### src/brc_consts.svh
// Buck regulator control register bank: offsets, field positions, reset values.
// Assumes an 8-bit register port; included by the package and the design module.
`ifndef BRC_CONSTS_SVH
`define BRC_CONSTS_SVH

`define BRC_ADDR_W 8
`define BRC_DATA_W 8
`define BRC_OFS_CORE1 8'h21
`define BRC_OFS_PROC 8'h22
`define BRC_OFS_MEM 8'h23
`define BRC_OFS_IO 8'h24
`define BRC_OFS_PERI 8'h25
`define BRC_RST_VAL 8'h00
`define BRC_UNMAPPED_VAL 8'h00
`define BRC_BIT_EN 0
`define BRC_BIT_PEN_LO 1
`define BRC_BIT_PEN_HI 2
`define BRC_BIT_SEQ 3
`define BRC_BIT_SW 4
`define BRC_BIT_PV_LO 5
`define BRC_BIT_PV_HI 6
`define BRC_BIT_SWSEQ 7
`define BRC_NBUCK 5
`define BRC_IDX_CORE1 0
`define BRC_IDX_PROC 1
`define BRC_IDX_MEM 2
`define BRC_IDX_IO 3
`define BRC_IDX_PERI 4

`endif

### src/brc_pkg.sv
// Types for the buck regulator control register bank.
// Assumes brc_consts.svh is on the include path.
`include "brc_consts.svh"

package brc_pkg;
   typedef logic [`BRC_ADDR_W-1:0] brc_addr_t;
   typedef logic [`BRC_DATA_W-1:0] brc_data_t;
   typedef logic [`BRC_NBUCK-1:0] brc_vec_t;
   // Pin-control field codes
   typedef enum logic [1:0] {
      BRC_SEL_NONE = 2'h0,
      BRC_SEL_PIN1 = 2'h1,
      BRC_SEL_PIN2 = 2'h2,
      BRC_SEL_PIN13 = 2'h3
   } brc_sel_t;
endpackage : brc_pkg

### src/brc_regs.sv
// Control register bank for five buck converters and two load switches.
// Assumes a synchronous register port and synchronous pin and sequencer inputs.
`timescale 1ns/1ps
`include "brc_consts.svh"

// How it works
// - Core register bit 4 closes the core load switch when set.
// - Core register bit 3 holds the sequencer target enable for the core buck.
// - Core bits 2:1 choose a pin whose edges enable or disable the core buck.
// - Pin field: 00 none, 01 pin one, 10 pin two, 11 pin thirteen.
// - Core register bit 0 enables the core buck when set.
// - Processor bits 6:5 choose a pin picking voltage A on rise, B on fall.
// - Processor bit 3 holds the sequencer target enable for the processor buck.
// - Processor bits 2:1 choose a pin whose edges enable or disable that buck.
// - Processor bit 0 enables the processor buck when set.
// - Memory bits 6:5 choose a pin picking voltage A on rise, B on fall.
// - Memory bit 3 is the sequencer target, used only as a default supply.
// - Memory bits 2:1 choose a pin whose edges enable or disable that buck.
// - Memory bit 0 enables the memory buck when set.
// - I/O bits 6:5 choose a pin picking voltage A on rise, B on fall.
// - I/O bit 3 holds the sequencer target enable for the I/O buck.
// - I/O bits 2:1 choose a pin whose edges enable or disable that buck.
// - I/O bit 0 enables the I/O buck when set.
// - Peripheral bit 7 holds the sequencer target for the peripheral switch.
// - Peripheral bits 6:5 choose a pin picking voltage A on rise.
// - Core bit 7 holds the sequencer target for the core load switch.
// - Peripheral bit 4 closes the peripheral load switch when set.
module brc_regs (
   // Clock and reset
   input wire logic ref_clk,
   input wire logic arst_n,
   // Register port
   input wire brc_pkg::brc_addr_t reg_addr,
   input wire brc_pkg::brc_data_t reg_wdata,
   input wire logic reg_wr,
   input wire logic reg_rd,
   output brc_pkg::brc_data_t reg_rdata,
   // General-purpose pin levels
   input wire logic general_pin_one,
   input wire logic general_pin_two,
   input wire logic general_pin_thirteen,
   // Power sequencer: one-cycle pulse applies stored targets
   input wire logic seq_apply,
   input wire logic memory_default_supply,
   // Regulator controls, index 0 core, 1 proc, 2 memory, 3 io, 4 peripheral
   output brc_pkg::brc_vec_t buck_enable,
   output brc_pkg::brc_vec_t buck_select_b,
   output logic core_load_switch,
   output logic periph_load_switch
);
   import brc_pkg::*;

   brc_data_t ctl_reg [`BRC_NBUCK];
   brc_data_t ctl_next [`BRC_NBUCK];
   logic [2:0] pin_prev_reg;
   logic [2:0] pin_rise;
   logic [2:0] pin_fall;
   brc_data_t rdata_reg;
   brc_vec_t vsel_reg;

   // Map a register offset to its bank index; out of range means unmapped
   function automatic logic [2:0] addr_index(input brc_addr_t a);
      unique case (a)
         `BRC_OFS_CORE1: addr_index = 3'(`BRC_IDX_CORE1);
         `BRC_OFS_PROC: addr_index = 3'(`BRC_IDX_PROC);
         `BRC_OFS_MEM: addr_index = 3'(`BRC_IDX_MEM);
         `BRC_OFS_IO: addr_index = 3'(`BRC_IDX_IO);
         `BRC_OFS_PERI: addr_index = 3'(`BRC_IDX_PERI);
         default: addr_index = 3'(`BRC_NBUCK);
      endcase
   endfunction : addr_index

   // Field code to one-hot pin mask; none selects nothing
   function automatic logic [2:0] pin_onehot(input logic [1:0] f);
      unique case (brc_sel_t'(f))
         BRC_SEL_PIN1: pin_onehot = 3'h1;
         BRC_SEL_PIN2: pin_onehot = 3'h2;
         BRC_SEL_PIN13: pin_onehot = 3'h4;
         BRC_SEL_NONE: pin_onehot = 3'h0;
      endcase
   endfunction : pin_onehot

   always_comb begin
      pin_rise = {general_pin_thirteen, general_pin_two, general_pin_one} & ~pin_prev_reg;
      pin_fall = ~{general_pin_thirteen, general_pin_two, general_pin_one} & pin_prev_reg;
   end

   always_ff @(posedge ref_clk or negedge arst_n) begin
      if (!arst_n) begin
         pin_prev_reg <= 3'h0;
      end else begin
         pin_prev_reg <= {general_pin_thirteen, general_pin_two, general_pin_one};
      end
   end

   // Next register values: write, then sequencer, then pin edges on enable bit.
   // Pin edges come last so a transition is never lost to a same-cycle write.
   always_comb begin
      for (int i = 0; i < `BRC_NBUCK; i++) begin
         logic [2:0] sel;
         sel = pin_onehot(ctl_reg[i][`BRC_BIT_PEN_HI:`BRC_BIT_PEN_LO]);
         ctl_next[i] = ctl_reg[i];
         if (reg_wr && addr_index(reg_addr) == 3'(i)) begin
            ctl_next[i] = reg_wdata;
         end
         if (seq_apply && (i != `BRC_IDX_MEM || memory_default_supply)) begin
            ctl_next[i][`BRC_BIT_EN] = ctl_reg[i][`BRC_BIT_SEQ];
         end
         if (seq_apply && (i == `BRC_IDX_CORE1 || i == `BRC_IDX_PERI)) begin
            ctl_next[i][`BRC_BIT_SW] = ctl_reg[i][`BRC_BIT_SWSEQ];
         end
         if ((sel & pin_rise) != 3'h0) begin
            ctl_next[i][`BRC_BIT_EN] = 1'b1;
         end else if ((sel & pin_fall) != 3'h0) begin
            ctl_next[i][`BRC_BIT_EN] = 1'b0;
         end
      end
   end

   always_ff @(posedge ref_clk or negedge arst_n) begin
      if (!arst_n) begin
         for (int i = 0; i < `BRC_NBUCK; i++) begin
            ctl_reg[i] <= `BRC_RST_VAL;
         end
      end else begin
         for (int i = 0; i < `BRC_NBUCK; i++) begin
            ctl_reg[i] <= ctl_next[i];
         end
      end
   end

   // Voltage choice: A on a rise of the chosen pin, B on a fall; held otherwise
   always_ff @(posedge ref_clk or negedge arst_n) begin
      if (!arst_n) begin
         vsel_reg <= '0;
      end else begin
         for (int i = 0; i < `BRC_NBUCK; i++) begin
            logic [2:0] vs;
            vs = pin_onehot(ctl_reg[i][`BRC_BIT_PV_HI:`BRC_BIT_PV_LO]);
            if ((vs & pin_rise) != 3'h0) begin
               vsel_reg[i] <= 1'b0;
            end else if ((vs & pin_fall) != 3'h0) begin
               vsel_reg[i] <= 1'b1;
            end
         end
      end
   end

   // Outputs come from flops; they mirror the bank and vsel_reg one cycle late
   always_ff @(posedge ref_clk or negedge arst_n) begin
      if (!arst_n) begin
         buck_enable <= '0;
         buck_select_b <= '0;
         core_load_switch <= 1'b0;
         periph_load_switch <= 1'b0;
      end else begin
         for (int i = 0; i < `BRC_NBUCK; i++) begin
            buck_enable[i] <= ctl_reg[i][`BRC_BIT_EN];
         end
         buck_select_b <= vsel_reg;
         core_load_switch <= ctl_reg[`BRC_IDX_CORE1][`BRC_BIT_SW];
         periph_load_switch <= ctl_reg[`BRC_IDX_PERI][`BRC_BIT_SW];
      end
   end

   // Read data valid the cycle after the strobe, zero otherwise
   always_ff @(posedge ref_clk or negedge arst_n) begin
      if (!arst_n) begin
         rdata_reg <= `BRC_UNMAPPED_VAL;
      end else if (reg_rd && addr_index(reg_addr) < 3'(`BRC_NBUCK)) begin
         rdata_reg <= ctl_reg[addr_index(reg_addr)];
      end else begin
         rdata_reg <= `BRC_UNMAPPED_VAL;
      end
   end

   assign reg_rdata = rdata_reg;

   // Timing of the checks below: a write lands in the bank at its own edge, the
   // output flops copy the bank one edge later, so outputs are looked at two edges on.
   // A sequencer pulse in the write cycle wins the switch bit, hence the guard.
   core_switch_a: assert property (@(posedge ref_clk) disable iff (!arst_n)
      reg_wr && reg_addr == `BRC_OFS_CORE1 && !seq_apply
      |-> ##2 core_load_switch == $past(reg_wdata[`BRC_BIT_SW], 2))
      else $error("core load switch does not follow written bit");

   periph_switch_a: assert property (@(posedge ref_clk) disable iff (!arst_n)
      reg_wr && reg_addr == `BRC_OFS_PERI && !seq_apply |=> ##1 periph_load_switch == $past(reg_wdata[`BRC_BIT_SW], 2))
      else $error("peripheral switch does not follow written bit");

   core_enable_a: assert property (@(posedge ref_clk) disable iff (!arst_n)
      reg_wr && reg_addr == `BRC_OFS_CORE1 && !seq_apply && pin_rise == 3'h0 && pin_fall == 3'h0
      |-> ##2 buck_enable[`BRC_IDX_CORE1] == $past(reg_wdata[`BRC_BIT_EN], 2))
      else $error("core enable does not follow written bit");

   seq_apply_a: assert property (@(posedge ref_clk) disable iff (!arst_n)
      seq_apply && !reg_wr && pin_rise == 3'h0 && pin_fall == 3'h0
      |=> ctl_reg[`BRC_IDX_PROC][`BRC_BIT_EN] == $past(ctl_reg[`BRC_IDX_PROC][`BRC_BIT_SEQ]))
      else $error("processor sequencer target not applied");

   mem_default_a: assert property (@(posedge ref_clk) disable iff (!arst_n)
      seq_apply && !memory_default_supply && !reg_wr && pin_rise == 3'h0 && pin_fall == 3'h0
      |=> $stable(ctl_reg[`BRC_IDX_MEM]))
      else $error("memory target applied while not default supply");

   pin_enable_a: assert property (@(posedge ref_clk) disable iff (!arst_n)
      ctl_reg[`BRC_IDX_IO][`BRC_BIT_PEN_HI:`BRC_BIT_PEN_LO] == 2'h1 && pin_rise[0]
      |-> ##2 buck_enable[`BRC_IDX_IO])
      else $error("pin one rise did not enable io buck");

   pin_disable_a: assert property (@(posedge ref_clk) disable iff (!arst_n)
      ctl_reg[`BRC_IDX_PROC][`BRC_BIT_PEN_HI:`BRC_BIT_PEN_LO] == 2'h3 && pin_fall[2]
      |-> ##2 !buck_enable[`BRC_IDX_PROC])
      else $error("pin thirteen fall did not disable processor buck");

   volt_select_a: assert property (@(posedge ref_clk) disable iff (!arst_n)
      ctl_reg[`BRC_IDX_MEM][`BRC_BIT_PV_HI:`BRC_BIT_PV_LO] == 2'h2 && pin_fall[1]
      |-> ##2 buck_select_b[`BRC_IDX_MEM])
      else $error("pin two fall did not select voltage b");

   no_pin_a: assert property (@(posedge ref_clk) disable iff (!arst_n)
      ctl_reg[`BRC_IDX_CORE1][`BRC_BIT_PV_HI:`BRC_BIT_PV_LO] == 2'h0 |=> $stable(vsel_reg[0]))
      else $error("voltage choice moved without pin control");

   read_back_a: assert property (@(posedge ref_clk) disable iff (!arst_n)
      reg_wr && reg_addr == `BRC_OFS_IO && !seq_apply && pin_rise == 3'h0 && pin_fall == 3'h0
      ##1 !reg_wr && !seq_apply && pin_rise == 3'h0 && pin_fall == 3'h0
      ##1 reg_rd && reg_addr == `BRC_OFS_IO && !seq_apply
      |=> reg_rdata == $past(reg_wdata, 3))
      else $error("register did not read back written value");

   // Read data stands only in the cycle after each strobe cycle; software polling must not expect
   // the value to linger, which keeps the port free of stale data.
   rdata_idle_a: assert property (@(posedge ref_clk) disable iff (!arst_n)
      !reg_rd
      |=> reg_rdata == `BRC_UNMAPPED_VAL)
      else $error("read data present without a read strobe");

   rdata_unmapped_a: assert property (@(posedge ref_clk) disable iff (!arst_n)
      reg_rd && addr_index(reg_addr) == 3'(`BRC_NBUCK)
      |=> reg_rdata == `BRC_UNMAPPED_VAL)
      else $error("unmapped offset returned data");

   unmapped_write_a: assert property (@(posedge ref_clk) disable iff (!arst_n)
      reg_wr && addr_index(reg_addr) == 3'(`BRC_NBUCK) && !seq_apply
      && pin_rise == 3'h0 && pin_fall == 3'h0
      |=> $stable(ctl_reg[`BRC_IDX_IO]))
      else $error("write to an unmapped offset changed the bank");

   reserved_store_a: assert property (@(posedge ref_clk) disable iff (!arst_n)
      reg_wr && reg_addr == `BRC_OFS_PROC
      |=> ctl_reg[`BRC_IDX_PROC][`BRC_BIT_SWSEQ:`BRC_BIT_PEN_LO]
         == $past(reg_wdata[`BRC_BIT_SWSEQ:`BRC_BIT_PEN_LO]))
      else $error("processor register upper bits not stored");

   core_load_switch_write_a: assert property (@(posedge ref_clk) disable iff (!arst_n)
      reg_wr && reg_addr == `BRC_OFS_CORE1 && !seq_apply
      |=> ctl_reg[`BRC_IDX_CORE1][`BRC_BIT_SW] == $past(reg_wdata[`BRC_BIT_SW]))
      else $error("core switch bit not stored");

   periph_load_switch_write_a: assert property (@(posedge ref_clk) disable iff (!arst_n)
      reg_wr && reg_addr == `BRC_OFS_PERI && !seq_apply
      |=> ctl_reg[`BRC_IDX_PERI][`BRC_BIT_SW] == $past(reg_wdata[`BRC_BIT_SW]))
      else $error("peripheral switch bit not stored");

   // Sequencer pulse copies targets; pin edges outrank it on the enable bit.
   core_seq_a: assert property (@(posedge ref_clk) disable iff (!arst_n)
      seq_apply && !reg_wr && pin_rise == 3'h0 && pin_fall == 3'h0
      |=> ctl_reg[`BRC_IDX_CORE1][`BRC_BIT_EN] == $past(ctl_reg[`BRC_IDX_CORE1][`BRC_BIT_SEQ]))
      else $error("core sequencer target not applied");

   io_seq_a: assert property (@(posedge ref_clk) disable iff (!arst_n)
      seq_apply && !reg_wr && pin_rise == 3'h0 && pin_fall == 3'h0
      |=> ctl_reg[`BRC_IDX_IO][`BRC_BIT_EN] == $past(ctl_reg[`BRC_IDX_IO][`BRC_BIT_SEQ]))
      else $error("io sequencer target not applied");

   mem_seq_a: assert property (@(posedge ref_clk) disable iff (!arst_n)
      seq_apply && memory_default_supply && !reg_wr && pin_rise == 3'h0 && pin_fall == 3'h0
      |=> ctl_reg[`BRC_IDX_MEM][`BRC_BIT_EN] == $past(ctl_reg[`BRC_IDX_MEM][`BRC_BIT_SEQ]))
      else $error("memory sequencer target not applied as default supply");

   core_load_switch_seq_a: assert property (@(posedge ref_clk) disable iff (!arst_n)
      seq_apply
      |=> ctl_reg[`BRC_IDX_CORE1][`BRC_BIT_SW] == $past(ctl_reg[`BRC_IDX_CORE1][`BRC_BIT_SWSEQ]))
      else $error("core switch target not applied");

   periph_load_switch_seq_a: assert property (@(posedge ref_clk) disable iff (!arst_n)
      seq_apply
      |=> ctl_reg[`BRC_IDX_PERI][`BRC_BIT_SW] == $past(ctl_reg[`BRC_IDX_PERI][`BRC_BIT_SWSEQ]))
      else $error("peripheral switch target not applied");

   // Pin edges on the enable bit, one field code of each kind at least
   core_pin_off_a: assert property (@(posedge ref_clk) disable iff (!arst_n)
      ctl_reg[`BRC_IDX_CORE1][`BRC_BIT_PEN_HI:`BRC_BIT_PEN_LO] == BRC_SEL_PIN1 && pin_fall[0]
      |=> !ctl_reg[`BRC_IDX_CORE1][`BRC_BIT_EN])
      else $error("pin one fall did not clear core enable");

   proc_pin_on_a: assert property (@(posedge ref_clk) disable iff (!arst_n)
      ctl_reg[`BRC_IDX_PROC][`BRC_BIT_PEN_HI:`BRC_BIT_PEN_LO] == BRC_SEL_PIN2 && pin_rise[1]
      |=> ctl_reg[`BRC_IDX_PROC][`BRC_BIT_EN])
      else $error("pin two rise did not set processor enable");

   mem_pin_on_a: assert property (@(posedge ref_clk) disable iff (!arst_n)
      ctl_reg[`BRC_IDX_MEM][`BRC_BIT_PEN_HI:`BRC_BIT_PEN_LO] == BRC_SEL_PIN2 && pin_rise[1]
      |=> ctl_reg[`BRC_IDX_MEM][`BRC_BIT_EN])
      else $error("pin two rise did not set memory enable");

   mem_pin_off_a: assert property (@(posedge ref_clk) disable iff (!arst_n)
      ctl_reg[`BRC_IDX_MEM][`BRC_BIT_PEN_HI:`BRC_BIT_PEN_LO] == BRC_SEL_PIN1 && pin_fall[0]
      |=> !ctl_reg[`BRC_IDX_MEM][`BRC_BIT_EN])
      else $error("pin one fall did not clear memory enable");

   io_pin_off_a: assert property (@(posedge ref_clk) disable iff (!arst_n)
      ctl_reg[`BRC_IDX_IO][`BRC_BIT_PEN_HI:`BRC_BIT_PEN_LO] == BRC_SEL_PIN13 && pin_fall[2]
      |=> !ctl_reg[`BRC_IDX_IO][`BRC_BIT_EN])
      else $error("pin thirteen fall did not clear io enable");

   // Without pin control only writes and the sequencer may move the enable
   sel_none_a: assert property (@(posedge ref_clk) disable iff (!arst_n)
      ctl_reg[`BRC_IDX_CORE1][`BRC_BIT_PEN_HI:`BRC_BIT_PEN_LO] == BRC_SEL_NONE
      && !reg_wr && !seq_apply
      |=> $stable(ctl_reg[`BRC_IDX_CORE1][`BRC_BIT_EN]))
      else $error("core enable moved without pin control");

   // Voltage choice: rise picks A (0), fall picks B (1)
   proc_volt_a_a: assert property (@(posedge ref_clk) disable iff (!arst_n)
      ctl_reg[`BRC_IDX_PROC][`BRC_BIT_PV_HI:`BRC_BIT_PV_LO] == BRC_SEL_PIN1 && pin_rise[0]
      |=> !vsel_reg[`BRC_IDX_PROC])
      else $error("processor voltage a not chosen on rise");

   proc_volt_b_a: assert property (@(posedge ref_clk) disable iff (!arst_n)
      ctl_reg[`BRC_IDX_PROC][`BRC_BIT_PV_HI:`BRC_BIT_PV_LO] == BRC_SEL_PIN2 && pin_fall[1]
      |=> vsel_reg[`BRC_IDX_PROC])
      else $error("processor voltage b not chosen on fall");

   mem_volt_a_a: assert property (@(posedge ref_clk) disable iff (!arst_n)
      ctl_reg[`BRC_IDX_MEM][`BRC_BIT_PV_HI:`BRC_BIT_PV_LO] == BRC_SEL_PIN13 && pin_rise[2]
      |=> !vsel_reg[`BRC_IDX_MEM])
      else $error("memory voltage a not chosen on rise");

   io_volt_a_a: assert property (@(posedge ref_clk) disable iff (!arst_n)
      ctl_reg[`BRC_IDX_IO][`BRC_BIT_PV_HI:`BRC_BIT_PV_LO] == BRC_SEL_PIN13 && pin_rise[2]
      |=> !vsel_reg[`BRC_IDX_IO])
      else $error("io voltage a not chosen on rise");

   io_volt_b_a: assert property (@(posedge ref_clk) disable iff (!arst_n)
      ctl_reg[`BRC_IDX_IO][`BRC_BIT_PV_HI:`BRC_BIT_PV_LO] == BRC_SEL_PIN1 && pin_fall[0]
      |=> vsel_reg[`BRC_IDX_IO])
      else $error("io voltage b not chosen on fall");

   peri_volt_a_a: assert property (@(posedge ref_clk) disable iff (!arst_n)
      ctl_reg[`BRC_IDX_PERI][`BRC_BIT_PV_HI:`BRC_BIT_PV_LO] == BRC_SEL_PIN2 && pin_rise[1]
      |=> !vsel_reg[`BRC_IDX_PERI])
      else $error("peripheral voltage a not chosen on rise");

   // Output flops follow the bank and vsel_reg one cycle late
   proc_en_out_a: assert property (@(posedge ref_clk) disable iff (!arst_n)
      1'b1
      |=> buck_enable[`BRC_IDX_PROC] == $past(ctl_reg[`BRC_IDX_PROC][`BRC_BIT_EN]))
      else $error("processor enable output lags the bank");

   mem_en_out_a: assert property (@(posedge ref_clk) disable iff (!arst_n)
      1'b1
      |=> buck_enable[`BRC_IDX_MEM] == $past(ctl_reg[`BRC_IDX_MEM][`BRC_BIT_EN]))
      else $error("memory enable output lags the bank");

   io_en_out_a: assert property (@(posedge ref_clk) disable iff (!arst_n)
      1'b1
      |=> buck_enable[`BRC_IDX_IO] == $past(ctl_reg[`BRC_IDX_IO][`BRC_BIT_EN]))
      else $error("io enable output lags the bank");

   volt_out_a: assert property (@(posedge ref_clk) disable iff (!arst_n)
      1'b1
      |=> buck_select_b == $past(vsel_reg))
      else $error("voltage choice output lags its register");
endmodule : brc_regs

### config.mk
export PLATFORM = sky130hd
export DESIGN_NAME = brc_regs
export DESIGN_NICKNAME = d
export VERILOG_FILES = /design/src/brc_pkg.sv /design/src/brc_regs.sv
export VERILOG_INCLUDE_DIRS = /design/src
export SDC_FILE = /design/constraint.sdc
export NUM_CORES = 1
export LEC_CHECK = 0
export ABC_AREA = 1
export BUFFER_PORTS_ARGS = -buffer_cell sky130_fd_sc_hd__clkbuf_2
export CAP_MARGIN = 10
export CORE_UTILIZATION = 60
export DETAILED_ROUTE_END_ITERATION = 8
export PLACE_DENSITY = 0.83
export SLEW_MARGIN = 20
export SYNTH_ARGS = -nofsm -noshare
export SYNTH_HDL_FRONTEND = slang
export SYNTH_SLANG_ARGS = --single-unit
export TNS_END_PERCENT = 100
### constraint.sdc
create_clock -name ref_clk -period 2.2 [get_ports ref_clk]
set_clock_uncertainty 0.1 [all_clocks]
set_input_delay 0.11 -clock ref_clk [delete_from_list [all_inputs] [get_ports ref_clk]]
set_output_delay 0.11 -clock ref_clk [all_outputs]
set_load 0.01 [all_outputs]
# ---- Word-level counts from Yosys, hierarchy flattened
# Index checks and enable logic that the tools add are counted.
dict set report word_totals {
  regBits 68
  latchBits 0
  mem_bits_rw 0
  romBits 0
  inputBits 25
  output_inout_bits 20
  word_cells 187
  memories 0
}
dict set report op_classes {
  addsub 0
  n_mul 0
  div_mod_pow 0
  n_lt_le_gt_ge 2
  n_eq_ne 39
  shifts 0
  mux 48
  bitwise_logic 25
  reduce_logical 50
}
# op count
set ops {}
lappend ops {{$pmux 3 s4} 10}
lappend ops {{$and 3x3->3} 22}
lappend ops {{$reduce_bool 3->1} 20}
lappend ops {{$eq 2x2->1 const B} 20}
lappend ops {{$eq 8x6->1 const B} 5}
lappend ops {{$mux 1} 30}
lappend ops {{$bmux 8 s3} 1}
lappend ops {{$mux 8} 3}
lappend ops {{$eq 2x1->1 const B} 10}
lappend ops {{$logic_not 2->1} 10}
lappend ops {{$reduce_bool 4->1} 5}
lappend ops {{$pmux 3 s5} 1}
lappend ops {{$reduce_bool 2->1} 7}
lappend ops {{$mux 5} 2}
lappend ops {{$logic_and 1x1->1} 7}
lappend ops {{$eq 3x2->1 const B} 2}
lappend ops {{$not 3->3} 2}
lappend ops {{$ge 4x4->1 const B} 1}
lappend ops {{$not 3->4} 1}
lappend ops {{$eq 3x1->1 const B} 1}
lappend ops {{$eq 3x3->1 const B} 1}
lappend ops {{$logic_not 3->1} 1}
lappend ops {{$lt 3x3->1 const B} 1}
lappend ops {{$mux 3} 1}

# ---- Logic depth before layout (Yosys ltp)
dict set report depth {
  depth_word 10
  ltp_mapped 12
  mapped_depth_nobuf 12
}

# ---- Least setup slack after synthesis
# Ideal clock, no wire load.
dict set report synth_path {
  path_kind {reg-to-reg}
  from {register pin_prev_reg[0]}
  to {register ctl_reg[16] in the netlist's numbering}
  setup_ns 0.126
  t_arrival_ns 1.165
  required_ns 1.974
  slack_ns 0.809
  stages_incl_launch_ff 7
  n_path_buf 0
  synth_period_minus_slack_ns 1.391
  cell_sequence {dfrtp_1 nor2_1 inv_1 nor3_1 nor3_1 nand3_1 o21ai_0}
}
dict set report synth_between {
  elab_chain_cells 5
  word_cells_on_any_way 10
  classes_between {2 x mux; 5 x bitwise; 3 x reduce/logical}
}
# element line_no
set synth_rtl {}
lappend synth_rtl {{start, declared} brc_regs.sv:55} ;# logic [2:0] pin_prev_reg;
lappend synth_rtl {{start signal, assigned} brc_regs.sv:92} ;# pin_prev_reg <= {general_pin_thirteen, general_pin_two, general_pin_one};
lappend synth_rtl {{$and 3x3->3 / $not 3->3 (equally long branches)} {brc_regs.sv:85, brc_regs.sv:84}}
lappend synth_rtl {{$and 3x3->3, on equally long branches} {brc_regs.sv:114, brc_regs.sv:84}}
lappend synth_rtl {{$reduce_bool 3->1 / $and 3x3->3 (equally long branches)} {brc_regs.sv:114, brc_regs.sv:112}}
lappend synth_rtl {{$mux 1 / $reduce_bool 3->1 (equally long branches)} {brc_regs.sv:114, brc_regs.sv:112}}
lappend synth_rtl {{$mux 1 / $reduce_bool 4->1 (equally long branches)} --}
lappend synth_rtl {{end signal, assigned by index} brc_regs.sv:123} ;# ctl_reg[i] <= `BRC_RST_VAL;
lappend synth_rtl {{end signal, assigned by index} brc_regs.sv:127} ;# ctl_reg[i] <= ctl_next[i];
lappend synth_rtl {{end, declared} brc_regs.sv:53} ;# brc_data_t ctl_reg [`BRC_NBUCK];
# Parallel ways exist; a longest one is shown, timed or not.
# A chain may end at the register's enable or synchronous reset.

# ---- Worst setup path after layout
dict set report layout_path {
  from {register pin_prev_reg[2]}
  to {register vsel_reg[0]}
}
dict set report layout_between {
  elab_chain_cells 5
  word_cells_on_any_way 9
  classes_between {1 x mux; 5 x bitwise; 3 x reduce/logical}
}
# element line_no
set layout_rtl {}
lappend layout_rtl {{$not 3->3} brc_regs.sv:84} ;# pin_rise = {general_pin_thirteen, general_pin_two, general_pin_one} & ~pin_prev_reg;
lappend layout_rtl {{$and 3x3->3} brc_regs.sv:84}
lappend layout_rtl {{$and 3x3->3} brc_regs.sv:140} ;# if ((vs & pin_rise) != 3'h0) begin
lappend layout_rtl {{$reduce_bool 3->1} brc_regs.sv:140}
lappend layout_rtl {{$mux 1 / $reduce_bool 2->1 (equally long branches)} --}
lappend layout_rtl {{end signal, assigned} brc_regs.sv:135} ;# vsel_reg <= '0;
lappend layout_rtl {{end signal, assigned by index} brc_regs.sv:141} ;# vsel_reg[i] <= 1'b0;
lappend layout_rtl {{end signal, assigned by index} brc_regs.sv:143} ;# vsel_reg[i] <= 1'b1;
lappend layout_rtl {{end, declared} brc_regs.sv:59} ;# brc_vec_t vsel_reg;
# Parallel ways exist; a longest one is shown, timed or not.

==> impl_results.md <==
- Status: completed
- Number of synthesized flops with an enable pin: 0
- Setup TNS: 0 ns
- Main synth FF type: dfrtp_1
- Async set-or-reset flop fraction in the synthesized netlist: 100%
- Port bufs: 44
- Worst path arrival time: 1.77 ns
- Synth warnings: 0
- CP Class: reg2reg
- Root buffer cell: clkbuf_8
- Sequential fraction of the synthesis area: 50.8%
- Clock-pin slew on the worst setup and hold paths: 0.08 ns
- Crit. End Element: flip-flop
- Area leader, netlist: dfrtp_1
- Reg2Reg Depth: 7
- Minimum clock period: 1.63 ns
- Vias in the first global route: 3,119
- Min-Delay Startpoint: reg_wdata[4]
- Die width: 76.7 um
- Register-to-Register Setup Slack: 0.57 ns
- Placed Cells: 531
- Area post-placement: 3710 um2
- Top Layer Used: met4
- Max reg flops: 40
- Mapped cell area: 3350 um2
- DR vias: 3,165
- Hold WC Path Type: in2reg
- Critical-path top delay cell: dfrtp_1
- Critical Path Sink: vsel_reg[0]$_DFFE_PN0P_
- Max-Cap Viols: 0
- Worst path required time: 2.34 ns
- Clk buf depth: 2
- Largest net degree at the start of global routing: 69
- Post-synth top area share: 50.8%
- DRT Pass-1 Iters: 5
- First-pass GRT wire length: 15,200 um
- Crit share post-route: 73.9%
- CTS tree: yes
- FF+latch count, synth: 68
- Delay-heaviest family, CP: compound AO/OA/AOI/OAI gates
- Clk_lat worst skew: 0.35 ns
- WL final: 9180 um
- DIE HEIGHT: 76.7 um
- CP Cell Sequence: inv_1, nand2_1, buf_4, a211oi_1, a21oi_1, o21ai_0, nor2_1
- Syn_area_per_cell: 8.11 um2
- Worst path buffer plus inverter count: 2
- Most frequent cells in the layout: 87 x nand2_1, 68 x dfrtp_1, 53 x inv_1
- DRT iter0 DRCs: 441
- Relative slew margins: 62.4%
- I/O Pins: 45
- Initial core utilization: 64.0%
- Design area: 4030 um2
- Post-Route Utilization: 76.9%
- CTS HTree Levels: 3
- Metal2 WL: 4270 um
- HPWL Detailed: 6580 um
- Setup violators final: 0
- Routability cong.: 0.930
- Slowest stage delay, CP: 0.37 ns
- Core area: 5240 um2
- Netlist cell types: 36
- Remaining global-route overflow: 0
- Metal1 wirelength: 4010 um
- Actual slew at the worst max-slew pin: 0.563 ns
- Metal3 WL: 695 um
- Final ANT Viol Nets: 0
- R2R Path End: vsel_reg[0]$_DFFE_PN0P_
- Mapped Cells: 413
- DR vias/cell: 5.68
- Syn Nets: 438
- Clock sinks: 68
- Crit path max fanout: 6
- R2r startpoint: pin_prev_reg[2]$_DFF_PN0_
- Startpoint types: flip-flop
- CTS Buf Count: 9
- Share of cells above drive strength 1: 18.7%
- N_diodes: 0
- Pins Over Slew Limit: 0
- Stages on worst setup path: 7
- Avg WL per Cell: 16.5 um
- Max IR drop VDD: 510 uV
- Most common cell after layout, fill and taps aside: nand2_1
- Total Routing Usage GR: 34.5%
- Synth top area cells: dfrtp_1 51%, nand2_1 9.7%, nand3_1 7.0%
- Std-Cell Rows: 26
- Area Growth Syn to Fin: 20.2%
- Fillers: 390
- Layout net count: 507
- Antenna violations before repair: 0
- Hold WS: 0.0208 ns
- Critical path launch point: pin_prev_reg[2]$_DFF_PN0_
- PD cells: 696 nW/um2
- Final count of hold timing violations: 0
- Fmax: 615 MHz
- RSZ-0062 raised after global routing: false
- Die ar.: 5890 um2
- DRC viols: 0
- Lkg Pwr: 1.95 nW
- Post-Layout Cell Count: 557
==> cells in the mapped netlist (2+ instances only) <==
cell      number
nor2_1        27
nand2_1       87
clkbuf_1       3
inv_1         53
nand3_1       47
inv_2          7
a211oi_1       5
nor3_1         6
or2_2          3
o21ai_1       15
buf_2          2
dfrtp_1       68
nand2_2        3
nand4_1        4
nor2_2         3
nor2_8         2
nand3b_1       2
a31oi_1        4
o31ai_1        4
a21oi_1       21
o21ai_0       32
==> per-layer routing <==
layer  track usage [%]  vias up
li1                  -     1516
met1              47.3     1472
met3              6.79       21
met4              15.6        0
met2              53.4      156
met5                 0        -
==> where the power goes <==
group          total [mW]  internal, mW  switching [mW]
sequential           1.38          1.32          0.0541
combinational       0.303         0.110           0.192
clock                1.13         0.633           0.492
total                2.80          2.07           0.739
==> what timing repair did <==
action / CTS / global route
hold buffers: 10 / 0
hold endpoints to repair: 84 / 0
gates resized for setup: 0 / 0
setup endpoints to repair: 0 / 0
setup buffers: 0 / 0
==> worst reg2reg max path, cell delays in order (launching register included) <==
cell and delay, ns:
dfrtp_1 0.37, inv_1 0.07, nand2_1 0.19, buf_4 0.23
a211oi_1 0.19, a21oi_1 0.06, o21ai_0 0.19, nor2_1 0.09
==> worst min path at each step <==
stage                          endpoint  slack [ns]  cells past startpoint
2_1_floorplan  buck_enable[0]$_DFF_PN0_       -0.29                      0
3_3_place_gp    vsel_reg[1]$_DFFE_PN0P_        0.05                      2
3_5_place_dp    vsel_reg[1]$_DFFE_PN0P_        0.06                      2
4_1_cts         ctl_reg[12]$_DFFE_PN0P_        0.02                      3
5_1_grt          ctl_reg[4]$_DFFE_PN0P_        0.04                      2
6_report        ctl_reg[12]$_DFFE_PN0P_        0.02                      3
==> through the flow <==
step / worst slack, ns / power (mW)
3_5_place_dp: 0.340 / 1.68
4_1_cts: 0.624 / 2.80
6_report: 0.574 / 2.80
3_3_place_gp: 0.453 / 1.67
5_1_grt: 0.382 / 2.90
2_1_floorplan: 0.809 / 1.53
==> final cells by class <==
| cell class | instances | area [um2] | area share, % |
|---|---|---|---|
| inverter | 61 | 229 | 5.69 |
| clock inverter | 7 | 91.3 | 2.27 |
| tap | 70 | 87.6 | 2.17 |
| clock buffer | 9 | 124 | 3.08 |
| sequential | 68 | 1700 | 42.2 |
| multi-input combinational | 278 | 1390 | 34.4 |
| timing repair buffer | 64 | 408 | 10.1 |
==> cells by family (layout without fill, tap and decap cells) <==
kind of cell           count (synthesis)  count (layout)  share of synthesized area, %
buffers and inverters                 67             141                          7.81
DFF                                   68              68                          50.8
and+or+nand+nor                      187             187                          25.9
AOI/OAI and AO/OA                     91              91                          15.5
Power figures use the tool's default switching activity.
